===== config.mk =====
export PLATFORM = sky130hd
export DESIGN_NAME = acis_select
export DESIGN_NICKNAME = d
export VERILOG_FILES = /design/src/design/acis_pkg.sv /design/src/design/acis_select.sv
export SDC_FILE = /design/constraint.sdc
export NUM_CORES = 1
export LEC_CHECK = 0
export BUFFER_PORTS_ARGS = -buffer_cell sky130_fd_sc_hd__buf_2
export CORE_AREA = 2 2 82 84
export CTS_CLUSTER_SIZE = 20
export DETAILED_ROUTE_END_ITERATION = 10
export DIE_AREA = 0 0 84 86
export PLACE_DENSITY = 0.5
export SLEW_MARGIN = 20
export SYNTH_ARGS = -nofsm -noshare
export SYNTH_HDL_FRONTEND = slang
export SYNTH_SLANG_ARGS = --single-unit

===== constraint.sdc =====
create_clock -name clk_i -period 3.5 [get_ports clk_i]
set_input_delay 0.7 -clock clk_i [delete_from_list [all_inputs] [get_ports clk_i]]
set_output_delay 0.7 -clock clk_i [all_outputs]
set_load 0.005 [all_outputs]

===== src/design/acis_pkg.sv =====
// Package for the auxiliary channel input select block.
// Assumes a 16-bit register reached over a 32-bit Avalon-MM slave.
package acis_pkg;

  // ----------------------------------------------------------------------
  // Register map
  // ----------------------------------------------------------------------
  localparam int          ACIS_ADDR_W       = 4;
  localparam logic [3:0]  ACIS_SEL_OFFSET   = 4'h0;
  localparam logic [3:0]  ACIS_CTRL_OFFSET  = 4'h4;
  localparam logic [3:0]  ACIS_STAT_OFFSET  = 4'h8;
  localparam logic [15:0] ACIS_SEL_RESET    = 16'h0000;
  localparam logic [15:0] ACIS_SEL_MASK     = 16'h0707;
  localparam logic [31:0] ACIS_UNMAPPED_VAL = 32'h00000000;

  // Field positions in the select register
  localparam int ACIS_POS_A_BIT = 0;
  localparam int ACIS_NEG_A_LSB = 1;
  localparam int ACIS_POS_B_BIT = 8;
  localparam int ACIS_NEG_B_LSB = 9;

  // Control register bits
  localparam int ACIS_CTRL_12B_BIT = 0;
  localparam int ACIS_CTRL_ALT_BIT = 1;

  // ----------------------------------------------------------------------
  // Negative select codes
  // ----------------------------------------------------------------------
  localparam logic [1:0] ACIS_NEG_HI_GROUP = 2'h3;
  localparam logic [1:0] ACIS_NEG_LO_GROUP = 2'h2;

  // Analog input numbers seen at each channel (channel one base)
  localparam logic [4:0] ACIS_POS_BASE_0 = 5'h00;
  localparam logic [4:0] ACIS_POS_BASE_1 = 5'h03;
  localparam logic [4:0] ACIS_NEG_BASE_L = 5'h06;
  localparam logic [4:0] ACIS_NEG_BASE_H = 5'h09;
  localparam logic [4:0] ACIS_NEG_VREF   = 5'h1f;
  localparam int         ACIS_NUM_CH     = 3;

  typedef struct packed {
    logic [1:0] neg_sel;
    logic       pos_sel;
  } acis_sample_t;

  typedef struct packed {
    logic [4:0] pos_input;
    logic [4:0] neg_input;
  } acis_route_t;

  typedef enum logic [0:0] {
    ACIS_SAMPLE_A = 1'b0,
    ACIS_SAMPLE_B = 1'b1
  } acis_phase_t;

endpackage : acis_pkg


===== src/design/acis_select.sv =====
// Input selection for sample-and-hold channels one to three.
// Assumes an Avalon-MM master on clk_i and a converter that pulses
// conversion_start_i once per sample taken.
// clk_en_i must stay high while a bus transfer is in flight: with it
// low waitrequest holds its level but nothing is taken or written.
//
// What this block does
// - Positive selects at bit 0 and bit 8
// - Negative select fields bits 2:1 and 10:9
// - Negative code 11 routes inputs 9,10,11
// - Negative code 10 routes inputs 6,7,8
// - Negative code 0x routes negative reference
// - Positive select 1 routes inputs 3,4,5
// - Positive select 0 routes inputs 0,1,2
// - Twelve-bit mode hides and disables fields
//
// Design decisions made here: the address map and the Avalon-MM slave port.
`timescale 1ns/10ps
module acis_select
  import acis_pkg::*;
(
  input  wire logic                   clk_i,
  input  wire logic                   resetn_i,
  input  wire logic                   clk_en_i,
  input  wire logic [ACIS_ADDR_W-1:0] avs_address_i,
  input  wire logic                   avs_read_i,
  input  wire logic                   avs_write_i,
  input  wire logic [31:0]            avs_writedata_i,
  input  wire logic [3:0]             avs_byteenable_i,
  output logic      [31:0]            avs_readdata_o,
  output logic                        avs_waitrequest_o,
  input  wire logic                   conversion_start_i,
  output acis_route_t                 route_ch1_o,
  output acis_route_t                 route_ch2_o,
  output acis_route_t                 route_ch3_o,
  output logic                        sample_b_active_o
);

  // ----------------------------------------------------------------------
  // Storage
  // ----------------------------------------------------------------------
  logic [15:0]  sel_ff;
  logic         twelve_bit_conversion_mode_ff;
  logic         alt_sample_en_ff;
  acis_phase_t  phase_ff;
  logic         waitreq_ff;
  acis_route_t  route_ff [ACIS_NUM_CH];
  logic         req;
  logic         wr_commit;
  logic         sel_wr;
  logic         ctrl_wr;
  logic [15:0]  sel_visible;
  acis_sample_t sample_a_sel;
  acis_sample_t sample_b_sel;
  acis_sample_t active_sel;
  acis_phase_t  nxt_phase;

  // A request is taken only while waitrequest stands high
  assign req = (avs_read_i | avs_write_i) & waitreq_ff;

  // ----------------------------------------------------------------------
  // Field view
  // ----------------------------------------------------------------------
  // Fields vanish entirely in twelve-bit mode; the stored bits survive
  // and come back when the mode is left
  assign sel_visible = twelve_bit_conversion_mode_ff ? '0
                                                     : sel_ff;

  // Sample A sits in the low byte, sample B in the high byte
  assign sample_a_sel.pos_sel = sel_visible[ACIS_POS_A_BIT];
  assign sample_a_sel.neg_sel =
    sel_visible[ACIS_NEG_A_LSB +: 2];
  assign sample_b_sel.pos_sel = sel_visible[ACIS_POS_B_BIT];
  assign sample_b_sel.neg_sel =
    sel_visible[ACIS_NEG_B_LSB +: 2];

  // ----------------------------------------------------------------------
  // Routing decode
  // ----------------------------------------------------------------------
  // The channel index is added to the base input of each group
  function automatic acis_route_t acis_route(input acis_sample_t s,
                                             input logic [4:0]   ch);
    acis_route_t r;
    r.pos_input = (s.pos_sel ? ACIS_POS_BASE_1
                             : ACIS_POS_BASE_0) + ch;
    if (s.neg_sel == ACIS_NEG_HI_GROUP) begin
      r.neg_input = ACIS_NEG_BASE_H + ch;
    end else if (s.neg_sel == ACIS_NEG_LO_GROUP) begin
      r.neg_input = ACIS_NEG_BASE_L + ch;
    end else begin
      r.neg_input = ACIS_NEG_VREF;
    end
    return r;
  endfunction : acis_route

  // Word decode shared by the write and read paths
  function automatic logic acis_hit(input logic [ACIS_ADDR_W-1:0] a,
                                    input logic [ACIS_ADDR_W-1:0] off);
    return a == off;
  endfunction : acis_hit

  assign active_sel = (phase_ff == ACIS_SAMPLE_B) ? sample_b_sel
                                                   : sample_a_sel;

  // ----------------------------------------------------------------------
  // Bus handshake: one wait cycle, then the transfer completes
  // ----------------------------------------------------------------------
  // Waitrequest comes straight from a flop so the master sees a clean
  // level; every access pays one fixed wait cycle for it, which is
  // harmless at the rate software touches this register
  always_ff @(posedge clk_i) begin
    if (!resetn_i) begin
      waitreq_ff <= 1'b1;
    end else if (clk_en_i) begin
      waitreq_ff <= ~req;
    end
  end

  assign avs_waitrequest_o = waitreq_ff;

  // Writes land on the edge at which the master sees waitrequest low
  assign wr_commit = clk_en_i & avs_write_i & ~waitreq_ff;
  assign sel_wr    = wr_commit & acis_hit(avs_address_i, ACIS_SEL_OFFSET);
  assign ctrl_wr   = wr_commit & acis_hit(avs_address_i, ACIS_CTRL_OFFSET) &
                     avs_byteenable_i[0];

  // ----------------------------------------------------------------------
  // Register writes
  // ----------------------------------------------------------------------
  // Stray bits are masked on the way in so they always read as zero
  always_ff @(posedge clk_i) begin
    if (!resetn_i) begin
      sel_ff <= ACIS_SEL_RESET;
    end else if (sel_wr) begin
      // Writes are dropped in twelve-bit mode: the bits do not exist
      if (!twelve_bit_conversion_mode_ff) begin
        if (avs_byteenable_i[0]) begin
          sel_ff[7:0] <= avs_writedata_i[7:0] & ACIS_SEL_MASK[7:0];
        end
        if (avs_byteenable_i[1]) begin
          sel_ff[15:8] <= avs_writedata_i[15:8] & ACIS_SEL_MASK[15:8];
        end
      end
    end
  end

  always_ff @(posedge clk_i) begin
    if (!resetn_i) begin
      twelve_bit_conversion_mode_ff <= 1'b0;
      alt_sample_en_ff              <= 1'b0;
    end else if (ctrl_wr) begin
      twelve_bit_conversion_mode_ff <= avs_writedata_i[ACIS_CTRL_12B_BIT];
      alt_sample_en_ff              <= avs_writedata_i[ACIS_CTRL_ALT_BIT];
    end
  end

  // ----------------------------------------------------------------------
  // Read data
  // ----------------------------------------------------------------------
  // Registered on the taking edge, the same edge at which waitrequest
  // drops, so it already stands when the master sees waitrequest low
  always_ff @(posedge clk_i) begin
    if (!resetn_i) begin
      avs_readdata_o <= ACIS_UNMAPPED_VAL;
    end else if (clk_en_i) begin
      if (req && avs_read_i) begin
        if (acis_hit(avs_address_i, ACIS_SEL_OFFSET)) begin
          avs_readdata_o <= {16'h0000, sel_visible};
        end else if (acis_hit(avs_address_i, ACIS_CTRL_OFFSET)) begin
          avs_readdata_o <= {30'h0, alt_sample_en_ff,
                             twelve_bit_conversion_mode_ff};
        end else if (acis_hit(avs_address_i, ACIS_STAT_OFFSET)) begin
          avs_readdata_o <= {31'h0, phase_ff};
        end else begin
          avs_readdata_o <= ACIS_UNMAPPED_VAL;
        end
      end
    end
  end

  // ----------------------------------------------------------------------
  // Sample phase
  // ----------------------------------------------------------------------
  // With alternate sampling off the phase parks on sample A, so turning
  // it on always starts a sequence with the sample A selections
  always_comb begin
    nxt_phase = phase_ff;
    if (!alt_sample_en_ff) begin
      nxt_phase = ACIS_SAMPLE_A;
    end else if (conversion_start_i) begin
      nxt_phase = (phase_ff == ACIS_SAMPLE_A) ? ACIS_SAMPLE_B
                                              : ACIS_SAMPLE_A;
    end
  end

  always_ff @(posedge clk_i) begin
    if (!resetn_i) begin
      phase_ff <= ACIS_SAMPLE_A;
    end else if (clk_en_i) begin
      phase_ff <= nxt_phase;
    end
  end

  // ----------------------------------------------------------------------
  // Registered routing per channel
  // ----------------------------------------------------------------------
  // Routes are registered so the input switches see at most one change
  // per clock, at the cost of one cycle of lag behind a register write
  for (genvar g = 0; g < ACIS_NUM_CH; g++) begin : g_ch
    always_ff @(posedge clk_i) begin
      if (!resetn_i) begin
        route_ff[g] <= '0;
      end else if (clk_en_i) begin
        route_ff[g] <= acis_route(active_sel, 5'(g));
      end
    end
  end

  assign route_ch1_o       = route_ff[0];
  assign route_ch2_o       = route_ff[1];
  assign route_ch3_o       = route_ff[2];
  assign sample_b_active_o = phase_ff;

endmodule : acis_select


[Yosys cells after proc, flatten, opt, wreduce, memory -nomap -nowiden]
Memory sizes are Yosys's and may differ from the RTL's.
Index checks and enable logic that the tools add are counted.
Widths: inputs -> output; s select.
Word-level totals
  register bits after elaboration: 42
  memories kept: 1
  RAM bits: 30
  word-level logic and storage cells: 62
  memory bits (read-only): 0
  output and inout bits: 64
  bits in latches: 0
  input port bits: 46
Cells by class
  equal/unequal tests: 5
  multiply operators: 0
  bitwise operators: 13
  shifts and indexed selects: 0
  order comparisons: 0
  reductions and logical operators: 6
  muxes and demuxes: 28
  divide/modulo/power cells: 0
  $add $sub $neg: 2
Memories
  route_ff: depth 3, bits a word 10, read ports 3, clocked after memory_dff 0, write ports 3, line acis_select.sv:47  | acis_route_t route_ff [ACIS_NUM_CH];
Operators with widths (number)
  $mux 5: 12
  $mux 10: 3
  $mux 11: 2
  $mux 1: 8
  $and 1x1->1: 6
  $reduce_and 3->1: 2
  $add 5x1->5 const B: 1
  $eq 2x2->1 const B: 2
  $eq 4x3->1 const B: 1
  $eq 4x4->1 const B: 1
  $logic_not 4->1: 1
  $mux 2: 2
  $or 1x1->1: 4
  $reduce_and 2->1: 2
  $add 2x2->3 const B: 1
  $mux 3: 1
  $not 1->1: 3
  $ne 2x2->1 const B: 1
  $logic_and 1x1->1: 1

[Depth between registers and ports, before layout]
  word-level depth: 8
  depth in mapped cells: 5
  depth with buffers taken out: 4

[Worst setup path after synthesis]
No wires, ideal clock.
  path kind: input to register
  start: input avs_address_i[3]
  end: register sel_ff[10]
  library setup time: 0.127 ns
  buffers on the path: 0
  arrival time: 1.616 ns
  path slack: 1.757 ns
  required time: 3.373 ns
  stages on the path: 3
  path through: or4_4 -> nor3_4 -> o21ai_0
On the way
  word-level cells in the longest chain between the ends: 3
Ends and longest elaborated chain
  start, declared: line acis_select.sv:25  | input wire logic [ACIS_ADDR_W-1:0] avs_address_i,
  $logic_not 4->1: line acis_select.sv:99  | return a == off;
  $and 1x1->1: line acis_select.sv:123  | assign sel_wr = wr_commit & acis_hit(avs_address_i, ACIS_SEL_OFFSET);
  $reduce_and 3->1 (no line)
  end signal, assigned: line acis_select.sv:141  | sel_ff[15:8] <= avs_writedata_i[15:8] & ACIS_SEL_MASK[15:8];
  end, declared: line acis_select.sv:42  | logic [15:0] sel_ff;
Every way passes these cells.
A chain may end at the register's enable or synchronous reset.

[Worst setup path after layout]
Same ends and word-level chain as after synthesis.

==> results <==
- The number of antenna diodes in the final layout is 0.
- TritonCTS created 3 clock buffers.
- For this design the top-level I/O count stands at between 100 and 150.
- Power spread over the standard cell area amounts to between 300 and 400 nW/um^2.
- The flow ran to the end, and the final reports show no timing, DRC or antenna violations.
- The average vias per placed instance is roughly 4.
- Summed over all layers, the global routing overflow is 0.
- From bottom edge to top edge, the die measures roughly 86 um.
- Across all setup checks in the final design, the least slack found is approximately 1.8 ns.
- For this run, the register share of the synthesized area comes to 0.417.
- The number of buffer and inverter instances along the worst setup path is 1.
- In the post-synthesis netlist, the cell with the most instances is buf_4.
- In the synthesized netlist the dominant register cell turns out to be dfxtp_1.
- The maximum number of buffers from clock root to sink is 2.
- Traced cell by cell, the critical path runs through buf_2, or4_4, nor3_4, nand3_1, o21ai_0.
- The CTS tree is done.
- For this run, design rule violations remaining after detail routing come to 0.
- Along the worst path, the maximum fanout reaches 6.
- The slowest stage of the critical path belongs to the cell or4_4.
- The type of element launching the critical path is an input pin.
- The total of flip-flops plus latches after synthesis is 27.
- STA classifies the critical path endpoint as a register.
- The worst path arrival time is approximately 1.9 ns.
- The buffer type at the clock tree root is clkbuf_8.
- The post-synthesis compound-gate area fraction was 0.106.
- The distinct cell type count after synthesis is 32.
- In the final timing run, aggregate negative setup slack is 0 ns.
- The average wire per standard cell is 10.9 um.
- Once detailed placement completed, the half-perimeter wirelength came to ~2300 um.
- VDD sags by at most 195 uV.
- The average cell area after synthesis is ~9.3 um^2.
- Of the total synthesized cell area, the portion taken by AND, OR, NAND and NOR gates is 0.203.
- The via count of the first global-routing pass is a little over 900.
- The growth of design area from synthesis to finish is 8.79%.
- The fraction of the mapped netlist area in adder cells is 0.
- The power share of the clock group is 0.303.
- In this run the number of H-tree levels came out at 1.
- Dividing the final minimum period by the clock period gives 0.485.
- Of the total power, combinational logic draws 0.117.
- The analysis attributes to net switching a power of between 0.1 and 0.15 mW.
- The count of filler cells inserted in the layout is 703.
- The peak clock frequency supported by timing is 589 MHz.
- The die covers between 7000 and 8000 um^2.
- The max-cap check violation count is 0.
- The final critical delay including setup and external delays is 1.70 ns.
- The final number of max-transition violations is 0.
- The cts-stage hold buffer count is 0.
- The switching share of power is 0.246.
- The worst relative slew slack is 0.574.
- The total area inside the core boundary comes to 6280 um^2.
- Data on the critical path is required at its endpoint by about 3.7 ns.
- Buffers added to address setup during post-CTS repair amount to 0.
- Summing all multi-input logic gate instances after layout gives between 600 and 700 um^2.
- Setup violations remaining at the end of the flow were counted as 0.
- Setup repair after global routing left no endpoint under its margin.
- Sorting the synthesized cells by how often they occur yields buf_4, dfxtp_1, nand2_1, nand3_1.
- In this run, synthesis inferred 10 flip-flops with an integrated enable.
- The post-synthesis instance area is ~1500 um^2.
- Summed over all cells, the static leakage comes to about 0.72 nW.
- Routability-driven placement finished with a final weighted congestion of around 0.69.
- The number of nets in the layout is about 250.
- Of the total synthesized cell area, the portion taken by XOR and XNOR cells is 0.
- The final number of hold-violating endpoints is 0.
- After synthesis, the share of flip-flops with an asynchronous set or reset is 0.
- The CTS clock-pin slew for the worst setup and hold paths is about 0.090 ns.
- The worst hold-check slack is between 0.4 and 0.5 ns.
- In this run, the number of DRC markers left after iteration 0 of detailed routing was 53.
- Cell internal power was estimated by the tool at ~0.45 mW.
- The largest total area in the synthesized netlist belongs to buf_4.
- The final setup skew is 0.00363 ns.
- The number of search-and-repair iterations in the first detailed-routing pass is 4.
- The count of clock tree sinks is 27.
- Registers take ~640 um^2.
- The number of resized instances in the post-cts repair step is 0.
- The initial utilization of the core area, before any placement, comes to 0.245.
- The top cell type's share of synthesized area is 0.225.
- Entering global routing, the biggest net connects 26 pins.
- The final wirelength is 3000 um.
- Ranked by total cell area, the synthesized netlist is headed by buf_4, dfxtp_1, edfxtp_1.
- The die width is around 84 um.
- The combinational family with the most area after synthesis is buffers and inverters.
- The family with the most delay on the worst path is simple AND/OR/NAND/NOR gates.
- The insertion delay of the later-clocked pin in the worst-skew pair is between 0.2 and 0.3 ns.
- Timing analysis after detailed placement gives a worst setup slack of 1.52 ns.
- The total global-route track usage is 0.0833.
- The critical path is of the input pin to register type.
- The number of antenna violations at the first check in global routing is 0.
- The largest incremental delay on the critical path is 0.59 ns.
- The share of post-route cells with drive strength above 1 is 0.293.
- During synthesis, Yosys emitted a total of 0 warnings.
- The measured slew at the worst slew-check pin is between 0.6 and 0.7 ns.
- Row generation in the floorplan step produced 29 rows.
- The cell count after synthesis came out at around 170.
- The detailed-route via count is approximately 1100.
- The worst min-delay path class is register to register.
- The first global-routing pass estimated ~4800 um of wire.
- The share of synthesized area spent on multiplexers is 0.0269.
- The share of total power dissipated in sequential elements is 0.580.
- In this run the tool buffered the top-level ports with 47 buffer cells.
- The detail route stage leaves a number of antenna-violating nets equal to 0.
==> final cells by class <==
| cell class | count | share of cell area |
|---|---|---|
| timing repair buffer | 47 | 0.141 |
| inverter | 3 | 0.00673 |
| tap | 77 | 0.0576 |
| sequential | 27 | 0.383 |
| clock buffer | 3 | 0.0247 |
| clock inverter | 1 | 0.00299 |
| multi-input combinational | 117 | 0.384 |
==> cell families after synthesis <==
logic type      after synthesis
compound gates               25
mux                           4
other cells                   1
buf+inv                      54
simple gates                 54
flops                        27
==> path summary, 6_finish.rpt <==
kind,cells past startpoint,slack [ns],from,to
max reg2reg,4,2.05,avs_waitrequest_o$_SDFFE_PN1P_,avs_readdata_o[0]$_SDFFE_PN0P_
min reg2reg,2,0.45,avs_readdata_o[10]$_SDFFE_PN0P_,avs_readdata_o[10]$_SDFFE_PN0P_
min,2,0.45,avs_readdata_o[10]$_SDFFE_PN0P_,avs_readdata_o[10]$_SDFFE_PN0P_
max,5,1.80,avs_address_i[3],sel_ff[10]$_SDFFE_PN0P_
==> worst reg2reg max path, stage by stage, from the launching register on <==
cell and delay [ns]:
dfxtp_1 0.42, nand3_1 0.25, a2111oi_0 0.45, a32oi_1 0.15, nor2b_1 0.11
==> state kept, by name (all words and copies together) (netlist names) <==
name and flops:
avs_waitrequest_o 1, sample_b_active_o 1, route_ff 11, sel_ff 6
twelve_bit_conversion_mode_ff 1, avs_readdata_o 6, alt_sample_en_ff 1
==> cell usage in the layout (no fill, tap or decap), types with 3 or more instances in the layout <==
cell      instances
nor2b_1           5
o21ai_0          10
nor3_1            3
inv_1             3
nand2b_1          4
nand3_1          12
dfxtp_1          17
nand2_1          12
edfxtp_1         10
mux2i_1           3
nor2_1           10
clkbuf_8          3
a21oi_1           3
buf_2            47
conb_1           34
a32oi_1           3
==> metrics by stage <==
step / cells / instance area (um^2) / utilization / power, mW
floorplan: 198 / 1660 / - / 0.424
global placement: 271 / 1630 / 0.259 / 0.420
detailed placement: 271 / 1630 / 0.259 / 0.421
CTS: 275 / 1670 / 0.266 / 0.601
global route: 275 / 1670 / 0.266 / 0.624
finish: 275 / 1670 / 0.266 / 0.592
==> metal layers <==
layer	global-route usage	part of all wire
met2	0.136	0.46
met3	0.0298	0.076
met1	0.109	0.46
met4	0.0132	0.0050
met5	0	0
==> power by group through the flow <==
stage / Clock [mW] / Sequential (mW) / Combinational, mW
floorplan: 0 / 0.353 / 0.0711
global placement: 0 / 0.350 / 0.0697
detailed placement: 0 / 0.351 / 0.0696
CTS: 0.187 / 0.344 / 0.0697
global route: 0.201 / 0.345 / 0.0774
finish: 0.179 / 0.343 / 0.0690
Note: power is estimated with default switching activity, not from simulation.
